**config.mk**
```make
export PLATFORM = sky130hd
export DESIGN_NAME = fcs_cfg
export DESIGN_NICKNAME = d
export VERILOG_FILES = /design/src/include/fcs_pkg.sv /design/src/logic/fcs_word.sv /design/src/logic/fcs_cfg.sv
export SDC_FILE = /design/constraint.sdc
export NUM_CORES = 1
export LEC_CHECK = 0
export BUFFER_PORTS_ARGS = -buffer_cell sky130_fd_sc_hd__buf_2
export CAP_MARGIN = 20
export CORE_MARGIN = 3
export CORE_UTILIZATION = 58
export CTS_BUF_LIST = sky130_fd_sc_hd__clkbuf_16
export DETAILED_ROUTE_END_ITERATION = 16
export PLACE_DENSITY = 0.85
export SLEW_MARGIN = 10
export SYNTH_ARGS = -nofsm -noshare
export SYNTH_HDL_FRONTEND = slang
export SYNTH_SLANG_ARGS = --single-unit
```
**constraint.sdc**
```tcl
create_clock -name sys_clk -period 3.7 [get_ports sys_clk]
set_input_delay 0.185 -clock sys_clk [delete_from_list [all_inputs] [get_ports sys_clk]]
set_output_delay 0.185 -clock sys_clk [all_outputs]
set_load 0.05 [all_outputs]
```
**src/include/fcs_pkg.sv**
```systemverilog
// Constants, field layout and decode tables for the start-up / closed-loop configuration bank
package fcs_pkg;

	// ----------------------------------------------------------------
	// Register map (byte offsets on the host register port)
	// ----------------------------------------------------------------
	localparam logic [7:0]  STARTUP_PROFILE_B_OFS  = 8'h84;
	localparam logic [7:0]  SPEED_LOOP_CONFIG_A_OFS = 8'h88;
	localparam logic [31:0] STARTUP_PROFILE_B_RST  = 32'h00000000;
	localparam logic [31:0] SPEED_LOOP_CONFIG_A_RST = 32'h00000000;
	localparam logic [31:0] UNMAPPED_READ          = 32'h00000000;

	// ----------------------------------------------------------------
	// Field positions
	// ----------------------------------------------------------------
	localparam int PCT_LSB       = 4;  // initial_cycle_rate_pct, 4 bits
	localparam int PCT_W         = 4;
	localparam int SRC_BIT       = 3;  // initial_cycle_rate_source
	localparam int RAMP_LSB      = 0;  // theta error ramp rate, 3 bits
	localparam int RAMP_W        = 3;
	localparam int OVERMOD_BIT   = 30;
	localparam int ACCEL_LSB     = 25; // run_accel_limit, 5 bits
	localparam int ACCEL_W       = 5;
	localparam int DEC_SRC_BIT   = 24; // run_decel_source
	localparam int DECEL_LSB     = 19; // run_decel_limit, 5 bits
	localparam int DECEL_W       = 5;

	localparam logic [4:0] ACCEL_NO_LIMIT = 5'h1F;

	// ----------------------------------------------------------------
	// Decode tables
	// ----------------------------------------------------------------
	// Percent of maximum speed, in half-percent units
	localparam logic [6:0] PCT_X2 [16] = '{7'h02, 7'h04, 7'h06, 7'h0A, 7'h0F, 7'h14, 7'h19, 7'h1E,
		7'h23, 7'h28, 7'h32, 7'h3C, 7'h46, 7'h50, 7'h5A, 7'h64};
	// Angle merge ramp rate, in 0.01 deg/ms units
	localparam logic [7:0] RAMP_X100 [8] = '{8'h01, 8'h05, 8'h0A, 8'h0F, 8'h14, 8'h32, 8'h64, 8'hC8};
	// Speed change limit, in 0.5 Hz/s units; last entry means no limit
	localparam logic [17:0] ACCEL_X2 [32] = '{18'h00001, 18'h00002, 18'h00005, 18'h0000A, 18'h0000F,
		18'h00014, 18'h00028, 18'h00050, 18'h00078, 18'h000A0, 18'h000C8, 18'h00190, 18'h00258,
		18'h00320, 18'h003E8, 18'h004B0, 18'h00578, 18'h00640, 18'h00708, 18'h007D0, 18'h00FA0,
		18'h01F40, 18'h02EE0, 18'h03E80, 18'h04E20, 18'h09C40, 18'h0EA60, 18'h13880, 18'h186A0,
		18'h1D4C0, 18'h222E0, 18'h00000};

endpackage

```
**src/logic/fcs_word.sv**
```systemverilog
// One read/write configuration word with a load strobe and a reset value
`timescale 1ns/1ps
module fcs_word #(
	parameter logic [31:0] RESET_VALUE = 32'h00000000
) (
	input  wire logic        sys_clk,
	input  wire logic        rst,
	input  wire logic        load,
	input  wire logic [31:0] wdata,
	output logic      [31:0] q
);

	// ------------------------------------------------
	// Storage
	// ------------------------------------------------
	// All bits are stored as written, reserved ones too, so a read returns them
	always_ff @(posedge sys_clk) begin
		if (rst) begin
			q <= RESET_VALUE;
		end else if (load) begin
			q <= wdata;
		end
	end

endmodule

```
**src/logic/fcs_cfg.sv**
```systemverilog
// Start-up and closed-loop configuration bank with field decode for the motor control core
//
// How it works
// - First-cycle percent code 0h..Fh decodes 1%..50% of maximum speed via table.
// - Selector bit 3 low gives 0 Hz first cycle, high uses percent field.
// - Angle merge ramp code 0h..7h decodes 0.01..2 deg/ms via table.
// - Closed-loop word sits at 88h and resets to all zeros.
// - Bit 30 of closed-loop word turns overmodulation on when set.
// - Bit 24 low means deceleration is limited by the separate decel field.
// - Acceleration code 0h..1Eh gives 0.5..70000 Hz/s, 1Fh no limit; bit 24 copies it.
`timescale 1ns/1ps
module fcs_cfg (
	input  wire logic        sys_clk,
	input  wire logic        rst,
	input  wire logic [7:0]  reg_addr,
	input  wire logic [31:0] reg_wdata,
	input  wire logic        reg_wr,
	input  wire logic        reg_rd,
	output logic      [31:0] reg_rdata,
	output logic             reg_rvalid,
	output logic      [6:0]  initial_cycle_rate_pct,
	output logic      [6:0]  first_cycle_rate,
	output logic      [7:0]  theta_ramp_rate,
	output logic             overmod_en,
	output logic      [17:0] run_accel_limit,
	output logic             accel_unlimited,
	output logic             run_decel_source,
	output logic      [4:0]  run_decel_limit,
	output logic      [17:0] decel_rate,
	output logic             decel_unlimited
);
	import fcs_pkg::*;

	// ------------------------------------------------
	// State
	// ------------------------------------------------
	typedef struct packed {
		logic [6:0]  pct;
		logic [6:0]  first;
		logic [7:0]  ramp;
		logic        overmod;
		logic [17:0] accel;
		logic        acc_unl;
		logic        dec_src;
		logic [4:0]  dec_code;
		logic [17:0] dec_rate;
		logic        dec_unl;
		logic [31:0] rdata;
		logic        rvalid;
	} fcs_state_t;

	fcs_state_t  state;
	fcs_state_t  next_state;
	logic [31:0] startup_q;
	logic [31:0] loop_q;
	logic        hit_startup;
	logic        hit_loop;
	logic [4:0]  acc_code;

	// ------------------------------------------------
	// Address decode and storage
	// ------------------------------------------------
	assign hit_startup = (reg_addr == STARTUP_PROFILE_B_OFS);
	assign hit_loop    = (reg_addr == SPEED_LOOP_CONFIG_A_OFS);

	fcs_word #(.RESET_VALUE(STARTUP_PROFILE_B_RST)) u_startup (
		.sys_clk (sys_clk),
		.rst     (rst),
		.load    (reg_wr && hit_startup),
		.wdata   (reg_wdata),
		.q       (startup_q)
	);

	// Zero reset value keeps overmodulation off and acceleration at the slowest rate
	fcs_word #(.RESET_VALUE(SPEED_LOOP_CONFIG_A_RST)) u_loop (
		.sys_clk (sys_clk),
		.rst     (rst),
		.load    (reg_wr && hit_loop),
		.wdata   (reg_wdata),
		.q       (loop_q)
	);

	assign acc_code = loop_q[ACCEL_LSB +: ACCEL_W];

	// ------------------------------------------------
	// Decode and read-back
	// ------------------------------------------------
	// Decode is registered so every output comes from a flip-flop; one cycle behind the word
	always_comb begin
		next_state = state;
		next_state.pct = PCT_X2[startup_q[PCT_LSB +: PCT_W]];
		// Align style start-ups begin from standstill unless the selector asks otherwise
		next_state.first = startup_q[SRC_BIT] ? PCT_X2[startup_q[PCT_LSB +: PCT_W]] : 7'h00;
		next_state.ramp = RAMP_X100[startup_q[RAMP_LSB +: RAMP_W]];
		next_state.overmod = loop_q[OVERMOD_BIT];
		next_state.accel = ACCEL_X2[acc_code];
		next_state.acc_unl = (acc_code == ACCEL_NO_LIMIT);
		next_state.dec_src = loop_q[DEC_SRC_BIT];
		next_state.dec_code = loop_q[DECEL_LSB +: DECEL_W];
		// Decel rate is only decoded when it follows acceleration; else the core uses the code
		if (loop_q[DEC_SRC_BIT]) begin
			next_state.dec_rate = ACCEL_X2[acc_code];
			next_state.dec_unl = (acc_code == ACCEL_NO_LIMIT);
		end else begin
			next_state.dec_rate = 18'h00000;
			next_state.dec_unl = 1'b0;
		end
		next_state.rvalid = reg_rd;
		if (!reg_rd) begin
			next_state.rdata = state.rdata;
		end else if (hit_startup) begin
			next_state.rdata = startup_q;
		end else if (hit_loop) begin
			next_state.rdata = loop_q;
		end else begin
			next_state.rdata = UNMAPPED_READ; // Unmapped reads answer zero
		end
	end

	// Register the whole state
	always_ff @(posedge sys_clk) begin
		if (rst) begin
			state <= '0;
		end else begin
			state <= next_state;
		end
	end

	// ------------------------------------------------
	// Outputs
	// ------------------------------------------------
	assign reg_rdata              = state.rdata;
	assign reg_rvalid             = state.rvalid;
	assign initial_cycle_rate_pct = state.pct;
	assign first_cycle_rate       = state.first;
	assign theta_ramp_rate        = state.ramp;
	assign overmod_en             = state.overmod;
	assign run_accel_limit        = state.accel;
	assign accel_unlimited        = state.acc_unl;
	assign run_decel_source       = state.dec_src;
	assign run_decel_limit        = state.dec_code;
	assign decel_rate             = state.dec_rate;
	assign decel_unlimited        = state.dec_unl;

	// ------------------------------------------------
	// Assertions
	// ------------------------------------------------
	property p_pct_max;
		@(posedge sys_clk) disable iff (rst)
		(reg_wr && hit_startup && reg_wdata[PCT_LSB +: PCT_W] == 4'hF) ##1 !reg_wr |=> initial_cycle_rate_pct == 7'h64;
	endproperty
	a_pct_max: assert property (p_pct_max) else $error("Percent code F not 50 percent");

	property p_first_zero;
		@(posedge sys_clk) disable iff (rst)
		!startup_q[SRC_BIT] |=> first_cycle_rate == 7'h00;
	endproperty
	a_first_zero: assert property (p_first_zero) else $error("First cycle rate not zero");

	property p_first_sel;
		@(posedge sys_clk) disable iff (rst)
		startup_q[SRC_BIT] |=> first_cycle_rate == initial_cycle_rate_pct;
	endproperty
	a_first_sel: assert property (p_first_sel) else $error("First cycle rate not from percent");

	property p_ramp_max;
		@(posedge sys_clk) disable iff (rst)
		startup_q[RAMP_LSB +: RAMP_W] == 3'h7 |=> theta_ramp_rate == 8'hC8;
	endproperty
	a_ramp_max: assert property (p_ramp_max) else $error("Ramp code 7 not 2 deg/ms");

	property p_loop_reset;
		@(posedge sys_clk) $fell(rst) |-> loop_q == 32'h00000000;
	endproperty
	a_loop_reset: assert property (p_loop_reset) else $error("Closed-loop word not zero after reset");

	property p_loop_read;
		@(posedge sys_clk) disable iff (rst)
		(reg_rd && hit_loop && !reg_wr) |=> reg_rvalid && reg_rdata == $past(loop_q);
	endproperty
	a_loop_read: assert property (p_loop_read) else $error("Closed-loop read data wrong");

	property p_overmod;
		@(posedge sys_clk) disable iff (rst)
		(reg_wr && hit_loop) ##2 !$past(reg_wr) |-> overmod_en == $past(reg_wdata[OVERMOD_BIT], 2);
	endproperty
	a_overmod: assert property (p_overmod) else $error("Overmodulation enable not following write");

	property p_decel_sep;
		@(posedge sys_clk) disable iff (rst)
		!loop_q[DEC_SRC_BIT] |=> decel_rate == 18'h00000 && !decel_unlimited && !run_decel_source;
	endproperty
	a_decel_sep: assert property (p_decel_sep) else $error("Decel not from separate field");

	property p_accel_unl;
		@(posedge sys_clk) disable iff (rst)
		acc_code == ACCEL_NO_LIMIT |=> accel_unlimited && run_accel_limit == 18'h00000;
	endproperty
	a_accel_unl: assert property (p_accel_unl) else $error("Accel code 1F not unlimited");

	property p_decel_copy;
		@(posedge sys_clk) disable iff (rst)
		loop_q[DEC_SRC_BIT] |=> decel_rate == run_accel_limit && decel_unlimited == accel_unlimited;
	endproperty
	a_decel_copy: assert property (p_decel_copy) else $error("Decel not following accel");

	c_overmod_on: cover property (@(posedge sys_clk) disable iff (rst) $rose(overmod_en));
	c_decel_copy: cover property (@(posedge sys_clk) disable iff (rst) run_decel_source && decel_unlimited);
	c_first_sel:  cover property (@(posedge sys_clk) disable iff (rst) first_cycle_rate == 7'h64);
	c_unmapped:   cover property (@(posedge sys_clk) disable iff (rst) reg_rd && !hit_loop && !hit_startup);

endmodule

```
### Yosys cells after proc, flatten, opt, wreduce, memory -nomap -nowiden

Memory sizes are Yosys's and may differ from the RTL's. A register that Yosys moved wholly into a read port is not among the register bits.
Cells that the tools add are included.

| word-level totals | value |
|---|---|
| logic and storage cells | 36 |
| output and inout port bits | 100 |
| ROM bits | 752 |
| memories | 3 |
| bits in registers | 156 |
| input port bits | 44 |

Memories:

| name | depth | width | rd ports | clocked after Yosys merged registers in | wr ports | RTL line | text |
|---|---|---|---|---|---|---|---|
| (no name shown) | 32 | 18 | 1 | 0 | 0 | fcs_cfg.sv:102 | `next_state.dec_rate = ACCEL_X2[acc_code];` |
| (no name shown) | 16 | 7 | 1 | 0 | 0 | fcs_cfg.sv:93 | `next_state.first = startup_q[SRC_BIT] ? PCT_X2[startup_q[PCT_LSB +: PCT_W]] : 7'h00;` |
| (no name shown) | 8 | 8 | 1 | 1 | 0 | fcs_cfg.sv:94 | `next_state.ramp = RAMP_X100[startup_q[RAMP_LSB +: RAMP_W]];` |

| operators by class | value |
|---|---|
| bitwise logic cells | 5 |
| equality and inequality tests | 3 |
| mux-type cells | 6 |
| reduce and logical (&&, ||, !) cells | 4 |
| $lt $le $gt $ge | 2 |

Operator list:

| cell | number |
|---|---|
| $mux 32 | 2 |
| $mux 18 | 2 |
| $eq 8x8->1 const B | 2 |
| $mux 7 | 2 |
| $ge 6x6->1 const B | 1 |
| $not 5->6 | 1 |
| $eq 5x5->1 const B | 1 |
| $ge 5x5->1 const B | 1 |
| $not 4->5 | 1 |
| $not 3->4 | 1 |
| $reduce_or 2->1 | 2 |
| $logic_and 1x1->1 | 2 |
| $not 1->1 | 2 |

### Depth between registers and ports, before layout

Gate-level depths: netlist of the first run.

| depth | value |
|---|---|
| depth after elaboration | 4 |
| depth in mapped cells | 7 |

### Cells and area by module

From an unflattened synthesis of the first run, not the netlist that was laid out.

| unflattened totals | value |
|---|---|
| cell total of the unflattened synthesis | 650 |
| area, all modules | 6496.2 um^2 |

Modules (own cells, without submodules):

| module | times used | sequential area each (um^2) | area an instance (um^2) | cells each |
|---|---|---|---|---|
| fcs_cfg | 1 | 2001.9 | 4169.0 | 444 |
| fcs_word | 2 | 640.6 | 1163.6 | 103 |

### Least setup slack after synthesis of the first run

No wires, ideal clock.

| timing path | value |
|---|---|
| path kind | reg-to-reg |
| start | register u_loop.q[26] |
| end | register decel_rate[4] (netlist name) |
| buffers on the path | 1 |
| cell stages (with the launch flop) | 8 |
| arrival time | 1.734 ns |
| path slack | 1.900 ns |
| setup time | 0.066 ns |
| cell sequence | dfxtp_1 clkbuf_1 inv_1 ha_1 or3b_2 o31ai_1 a21oi_1 nor2_1 |

| on the way | value |
|---|---|
| word-level cells in the longest chain between the ends | 4 |

RTL lines:

| item | RTL line | text |
|---|---|---|
| start, declared | fcs_word.sv:10 | `output logic [31:0] q` |
| start signal, assigned | fcs_word.sv:21 | `q <= wdata;` |
| $not 5->6 (implied by the code) | fcs_cfg.sv:102 |  |
| $mem_v2 32x18 | - |  |
| $mux 18 (2 in series) | - |  |

Every way passes these cells. The select of a mux whose other input is x is not followed.
A chain may end at the register's enable or synchronous reset.

### Worst setup path in the final report of the first run

| timing path | value |
|---|---|
| start | register u_loop.q[25] |
| end | register decel_rate[4] (netlist name) |

| on the way | value |
|---|---|
| word-level cells in the longest chain between the ends | 4 |

RTL lines:

| item | RTL line |
|---|---|
| $not 5->6 (implied by the code) | fcs_cfg.sv:102 |
| $mem_v2 32x18 | - |
| $mux 18 (2 in series) | - |

Every way passes these cells. The select of a mux whose other input is x is not followed.

==> impl_metrics.env, run 1 <==
export IMPL_status="finished clean"
export IMPL_ant_nets=0
export IMPL_cp_slowest_cell="dfxtp_1"
export IMPL_synthCells=702
export IMPL_setup_worst_path_end="decel_rate[4]$_SDFF_PP0_"
export IMPL_drive_gt1_frac=0.227
export IMPL_clock_sinks=164
export IMPL_drv_slew=0
export IMPL_crit_buf_inv=1
export IMPL_wl_met3_mm=1.52
export IMPL_critPathMaxStageDelay_ps=600
export IMPL_setup_violations=0
export IMPL_placementRows=37
export IMPL_synth_seq_cells=164
export IMPL_finalCritPeriodShare=0.575
export IMPL_timing_final_crit_period_ps=2130
export IMPL_ys_flop_type="dfxtp_1"
export IMPL_portBuffers=143
export IMPL_dr_pass1_iters=6
export IMPL_clk_path_buf_depth=2
export IMPL_cts_tree="done"
export IMPL_ys_seq_area_frac=0.521
export IMPL_rrSetupSlack_ps=1570
export IMPL_p_leak_nw=3.01
export IMPL_drt_iter0_markers=471
export IMPL_crit_path_end_kind="flop"
export IMPL_register_area_um2=3280
export IMPL_io_pins=144
export IMPL_die_h_um=110
export IMPL_cellPowerDensity_nw_per_um2=480
export IMPL_start_kind="flop"
export IMPL_synth_top_area_share=0.521
export IMPL_fin_setup_tns_ps=0
export IMPL_crit_chain="inv_1 > ha_1 > or3b_2 > o31ai_1 > a21oi_1 > nor2_1"
export IMPL_path_delay_family="flip-flops"
export IMPL_netlist_top_cells_area="dfxtp_1, nand2_1, a21oi_1, o32ai_1, a22oi_1"
export IMPL_synth_warnings=0
export IMPL_grt_pass1_vias=5199
export IMPL_place_ws_ps=1690
export IMPL_crit_cells=6
export IMPL_remaining_drc_errors=0
export IMPL_met2_length_mm=7.59
export IMPL_drv_cap=0
export IMPL_grt_pass1_wl_mm=24.9
export IMPL_ir_drop_v=0.000252
export IMPL_cts_htree_levels=4
export IMPL_syn_area_per_cell_um2=8.98
export IMPL_highest_layer="met5"
export IMPL_cts_root_buffer="clkbuf_16"
export IMPL_cts_resized=0
export IMPL_postCtsSetupRepairBufs=0
export IMPL_crit_type="flop to flop"
export IMPL_reg2reg_from="u_loop.q[25]$_SDFFE_PP0P_"
export IMPL_async_reset_ff_frac=0
export IMPL_dp_hpwl_mm=10.1
export IMPL_syn_to_final_growth_pct=20.7
export IMPL_ys_types=42
export IMPL_initial_core_util=0.602
export IMPL_wl_mm=15.7
export IMPL_antenna_found_initial=1
export IMPL_rr_worst_depth=6
export IMPL_core_area_um2=10500
export IMPL_synth_top_cell_by_area="dfxtp_1"
export IMPL_clkTransAtPathRegs_ps=60
export IMPL_fmax_ghz=0.470
export IMPL_fillerInstances=776
export IMPL_overflow=0
export IMPL_final_nets=878
export IMPL_vias_per_cell=5.72
export IMPL_finalHoldViolCount=0
export IMPL_cts_hold_buf=0
export IMPL_clk_latency_ps=410
export IMPL_crit_fanout=13
export IMPL_worstHoldPathType="primary input to flop"
export IMPL_synth_area_um2=6300
export IMPL_skew_ps=6.64
export IMPL_slew_limit_headroom=0.405
export IMPL_synth_edff_count=0
export IMPL_worstPathArrival_ps=2470
export IMPL_wire_per_inst_um=16.3
export IMPL_required_ps=4040
export IMPL_antenna_cells=0
export IMPL_gp_congestion=0.877
export IMPL_setup_slack_ps=1570
export IMPL_synth_nets=765
export IMPL_gr_usage_all_layers=0.260
export IMPL_multi_input_area_um2=2710
export IMPL_cts_buffers_inserted=17
export IMPL_grt_max_degree=71
export IMPL_regToRegEndpoint="decel_rate[4]$_SDFF_PP0_"
export IMPL_worstMarginPinSlew_ps=892
export IMPL_die_area_um2=12200
export IMPL_die_w_um=110
export IMPL_crit_path_start="u_loop.q[25]$_SDFFE_PP0P_"
export IMPL_vias=5510
export IMPL_wl_met1_mm=6.42
export IMPL_p_total_mw=3.65
export IMPL_rsz0062_at_grt="no"
==> cells in the final DEF, fill, tap and decap left out, drive strengths merged, types with 4 or more instances in the layout <==
cell type  instances
buf              152
dfxtp            164
inv               17
nand2            141
nor2              40
mux2i              6
a21oi             77
nor3              12
o32ai             34
nand2b            38
nor2b             13
a211oi             4
a22oi             34
nor3b              4
ha                19
and2              12
clkbuf            17
o21ai              6
==> cells in the mapped netlist (all sizes together) (3+ instances only) <==
| master | number |
|---|---|
| nor4b | 3 |
| nor3 | 12 |
| nor2 | 40 |
| nand2b | 38 |
| nand2 | 141 |
| buf | 28 |
| a22oi | 34 |
| inv | 12 |
| nand3 | 3 |
| nor2b | 13 |
| ha | 19 |
| clkbuf | 30 |
| and2 | 12 |
| a21oi | 77 |
| o32ai | 34 |
| dfxtp | 164 |
| o21ai | 6 |
| mux2i | 6 |
| a211oi | 4 |
| nor3b | 4 |
==> cells by family after synthesis <==
kind of cell / share of synthesized area
fa+ha+maj: 0.0377
xor+xnor: 0.00278
simple gates: 0.207
flops: 0.521
buf+inv: 0.0508
compound gates: 0.170
mux: 0.0113
==> layout make-up <==
| class | count | area share |
|---|---|---|
| sequential | 164 | 0.432 |
| multi-input combinational | 468 | 0.356 |
| inverter | 12 | 0.00592 |
| timing repair buffer | 152 | 0.106 |
| clock buffer | 17 | 0.0559 |
| tap | 136 | 0.0224 |
| clock inverter | 14 | 0.0229 |
==> through the flow <==
stage / util / std cells / hold WS [ps] / instance area, um2
final: 0.727 / 963 / 22.2 / 7610
after global routing: 0.727 / 963 / 22.5 / 7610
after CTS: 0.725 / 962 / 14.8 / 7580
after detailed placement: 0.667 / 931 / 444 / 6980
after global placement: 0.667 / 931 / 438 / 6980
after floorplan: - / 702 / 321 / 6300
==> state kept, by name (all words and copies together), names as in the netlist <==
signal                  count
accel_unlimited             1
u_startup.q                32
theta_ramp_rate             8
first_cycle_rate            7
reg_rvalid                  1
run_decel_limit             5
run_accel_limit            18
u_loop.q                   32
initial_cycle_rate_pct      7
decel_unlimited             1
run_decel_source            1
overmod_en                  1
decel_rate                 18
reg_rdata                  32
==> worst min path at each step <==
stage / cells after the start / slack, ps / from / endpoint
after floorplan: 2 / 320 / reg_wdata[0] / u_loop.q[0]$_SDFFE_PP0P_
after global placement: 2 / 440 / u_startup.q[20]$_SDFFE_PP0P_ / u_startup.q[20]$_SDFFE_PP0P_
after detailed placement: 2 / 440 / u_startup.q[24]$_SDFFE_PP0P_ / u_startup.q[24]$_SDFFE_PP0P_
after CTS: 3 / 10 / reg_wdata[13] / u_loop.q[13]$_SDFFE_PP0P_
after global routing: 3 / 20 / reg_wdata[22] / u_loop.q[22]$_SDFFE_PP0P_
final: 3 / 20 / reg_wdata[19] / u_loop.q[19]$_SDFFE_PP0P_
==> routing by layer <==
metal,global-route usage,vias up
met5,0,-
met4,0.0748,2
met3,0.0699,22
met2,0.429,292
met1,0.335,2562
li1,-,2632
==> worst min-delay path, cell delays in order <==
cell     delay, ps
buf_2          110
nand2_1         50
a21oi_1         50
==> power by group <==
part	internal (mW)	leakage, nW	switching, mW
combinational	0.0352	1.40	0.0795
sequential	1.77	1.32	0.00148
clock	1.07	0.285	0.700
total	2.87	3.01	0.781
Note: power is estimated with default switching activity, not from simulation.
==> run 2: changes to the inputs <==
CORE_UTILIZATION = 48   (was 58)
PLACE_DENSITY = 0.75   (was 0.85)
clock period = 1.8 ns   (was 3.7 ns; I/O delays follow)
==> run 2 against run 1 <==
Net effect: flip-flop and latch count unchanged; global-route usage down 2.1 points; count of clock-buffer cells in the layout stayed put; clock skew increased by 0.54 ps; final cell count is 9.2% higher; highest routed layer unchanged.
==> impl_metrics.env, run 2 (synthesized netlist as in run 1, its figures left out) <==
export IMPL_status="finished clean"
export IMPL_grt_pass1_vias=5668
export IMPL_fin_setup_tns_ps=0
export IMPL_cts_htree_levels=4
export IMPL_crit_path_end_kind="flop"
export IMPL_grt_pass1_wl_mm=27.7
export IMPL_postCtsSetupRepairBufs=0
export IMPL_drv_cap=0
export IMPL_setup_violations=0
export IMPL_crit_path_start="u_loop.q[25]$_SDFFE_PP0P_"
export IMPL_clk_latency_ps=420
export IMPL_wl_mm=16.8
export IMPL_dp_hpwl_mm=11.1
export IMPL_cts_root_buffer="clkbuf_16"
export IMPL_start_kind="flop"
export IMPL_portBuffers=143
export IMPL_syn_to_final_growth_pct=28.7
export IMPL_worstHoldPathType="primary input to flop"
export IMPL_rrSetupSlack_ps=150
export IMPL_hold_depth=2
export IMPL_final_nets=931
export IMPL_place_inst=989
export IMPL_clock_sinks=164
export IMPL_gp_congestion=0.860
export IMPL_slew_limit_headroom=0.595
export IMPL_vias_per_cell=5.36
export IMPL_dr_pass1_iters=6
export IMPL_initial_core_util=0.495
export IMPL_final_cell_mix="dfxtp_1, buf_2, nand2_1"
export IMPL_drive_gt1_frac=0.235
export IMPL_ir_drop_v=0.000556
export IMPL_vias=5640
export IMPL_antenna_cells=0
export IMPL_drt_iter0_markers=535
export IMPL_ant_nets=0
export IMPL_finalCritPeriodShare=0.918
export IMPL_timing_final_crit_period_ps=1650
export IMPL_clkTransAtPathRegs_ps=60
export IMPL_worstMarginPinSlew_ps=600
export IMPL_reg2reg_from="u_loop.q[25]$_SDFFE_PP0P_"
export IMPL_cts_buffers_inserted=17
export IMPL_required_ps=2160
export IMPL_rr_worst_depth=6
export IMPL_overflow=0
export IMPL_hold_path_startpoint="rst"
export IMPL_remaining_drc_errors=0
export IMPL_skew_ps=7.18
export IMPL_worstPathArrival_ps=2010
export IMPL_core_area_um2=12700
export IMPL_regToRegEndpoint="decel_rate[4]$_SDFF_PP0_"
export IMPL_cellPowerDensity_nw_per_um2=940
export IMPL_finalHoldViolCount=0
export IMPL_cts_tree="done"
export IMPL_holdPathEnd="run_accel_limit[6]$_SDFF_PP0_"
export IMPL_p_leak_nw=3.26
export IMPL_p_total_mw=7.62
export IMPL_io_pins=144
export IMPL_rsz0062_at_grt="no"
export IMPL_mostFrequentLayoutCell="dfxtp_1"
export IMPL_die_area_um2=14500
export IMPL_antenna_found_initial=2
export IMPL_final_cells=1052
export IMPL_grt_max_degree=57
export IMPL_wire_per_inst_um=15.9
export IMPL_drv_slew=0
export IMPL_crit_type="flop to flop"
export IMPL_gr_usage_all_layers=0.238
export IMPL_die_h_um=121
export IMPL_clk_path_buf_depth=2
export IMPL_crit_fanout=7
export IMPL_die_w_um=121
export IMPL_fmax_ghz=0.605
export IMPL_placementRows=41
export IMPL_fillerInstances=1091
run 2: changes by cell type in the layout (fill, tap and decap cells not counted), sizes merged:
| cell | delta |
|---|---|
| dlygate4sd3 | +32 |
| inv | -1 |
| buf | +21 |
| bufinv | +1 |
run 2: routing by layer:
metal | global-route usage | wire length, um | up-vias
met1 | 0.298 | 7190 | 2630
met4 | 0.110 | 436 | 4
met3 | 0.0608 | 1200 | 39
met2 | 0.387 | 7900 | 230
met5 | 0 | 27 | -
li1 | - | - | 2737
run 2: worst max-delay path by stage:
stage,endpoint,slack (ps)
floorplan,decel_rate[4]$_SDFF_PP0_,30
global placement,first_cycle_rate[2]$_SDFF_PP0_,170
detailed placement,first_cycle_rate[2]$_SDFF_PP0_,90
CTS,first_cycle_rate[2]$_SDFF_PP0_,60
global route,decel_rate[4]$_SDFF_PP0_,7
finish,decel_rate[4]$_SDFF_PP0_,150
run 2: final cells by class:
| type | count | area (um2) | area share |
|---|---|---|---|
| sequential | 164 | 3280 | 0.405 |
| multi-input combinational | 468 | 2710 | 0.333 |
| timing repair buffer | 205 | 1260 | 0.156 |
| clock buffer | 17 | 425 | 0.0524 |
| tap | 172 | 215 | 0.0265 |
| clock inverter | 14 | 173 | 0.0213 |
| inverter | 12 | 45.0 | 0.00555 |
run 2: report_power, final:
group | leakage [nW] | internal (mW) | switching, mW
clock network | 0.300 | 2.28 | 1.40
registers | 1.32 | 3.64 | 0.00253
logic | 1.63 | 0.127 | 0.177
run 2: repair_timing:
action	CTS	global route
setup endpoints to repair	0	2
resized for setup	0	1
endpoints found under the hold margin	64	0
hold buffers	32	0
run 2: through the flow:
stage | hold WS, ps | utilization | setup WS [ps] | instance area [um2]
after floorplan | 226 | - | 28.4 | 6300
after global placement | 344 | 0.565 | 175 | 7190
after detailed placement | 352 | 0.565 | 89.7 | 7190
after CTS | 15.6 | 0.637 | 60.7 | 8110
after global routing | 59.5 | 0.638 | 6.88 | 8110
final | 45.5 | 0.638 | 148 | 8110
run 2: critical path, cell delays in order, from the launching register on:
cell and delay (ps):
dfxtp_1 330, inv_1 120, ha_1 380, or3b_2 450
o31ai_1 80, a21oi_1 130, nor2_1 100
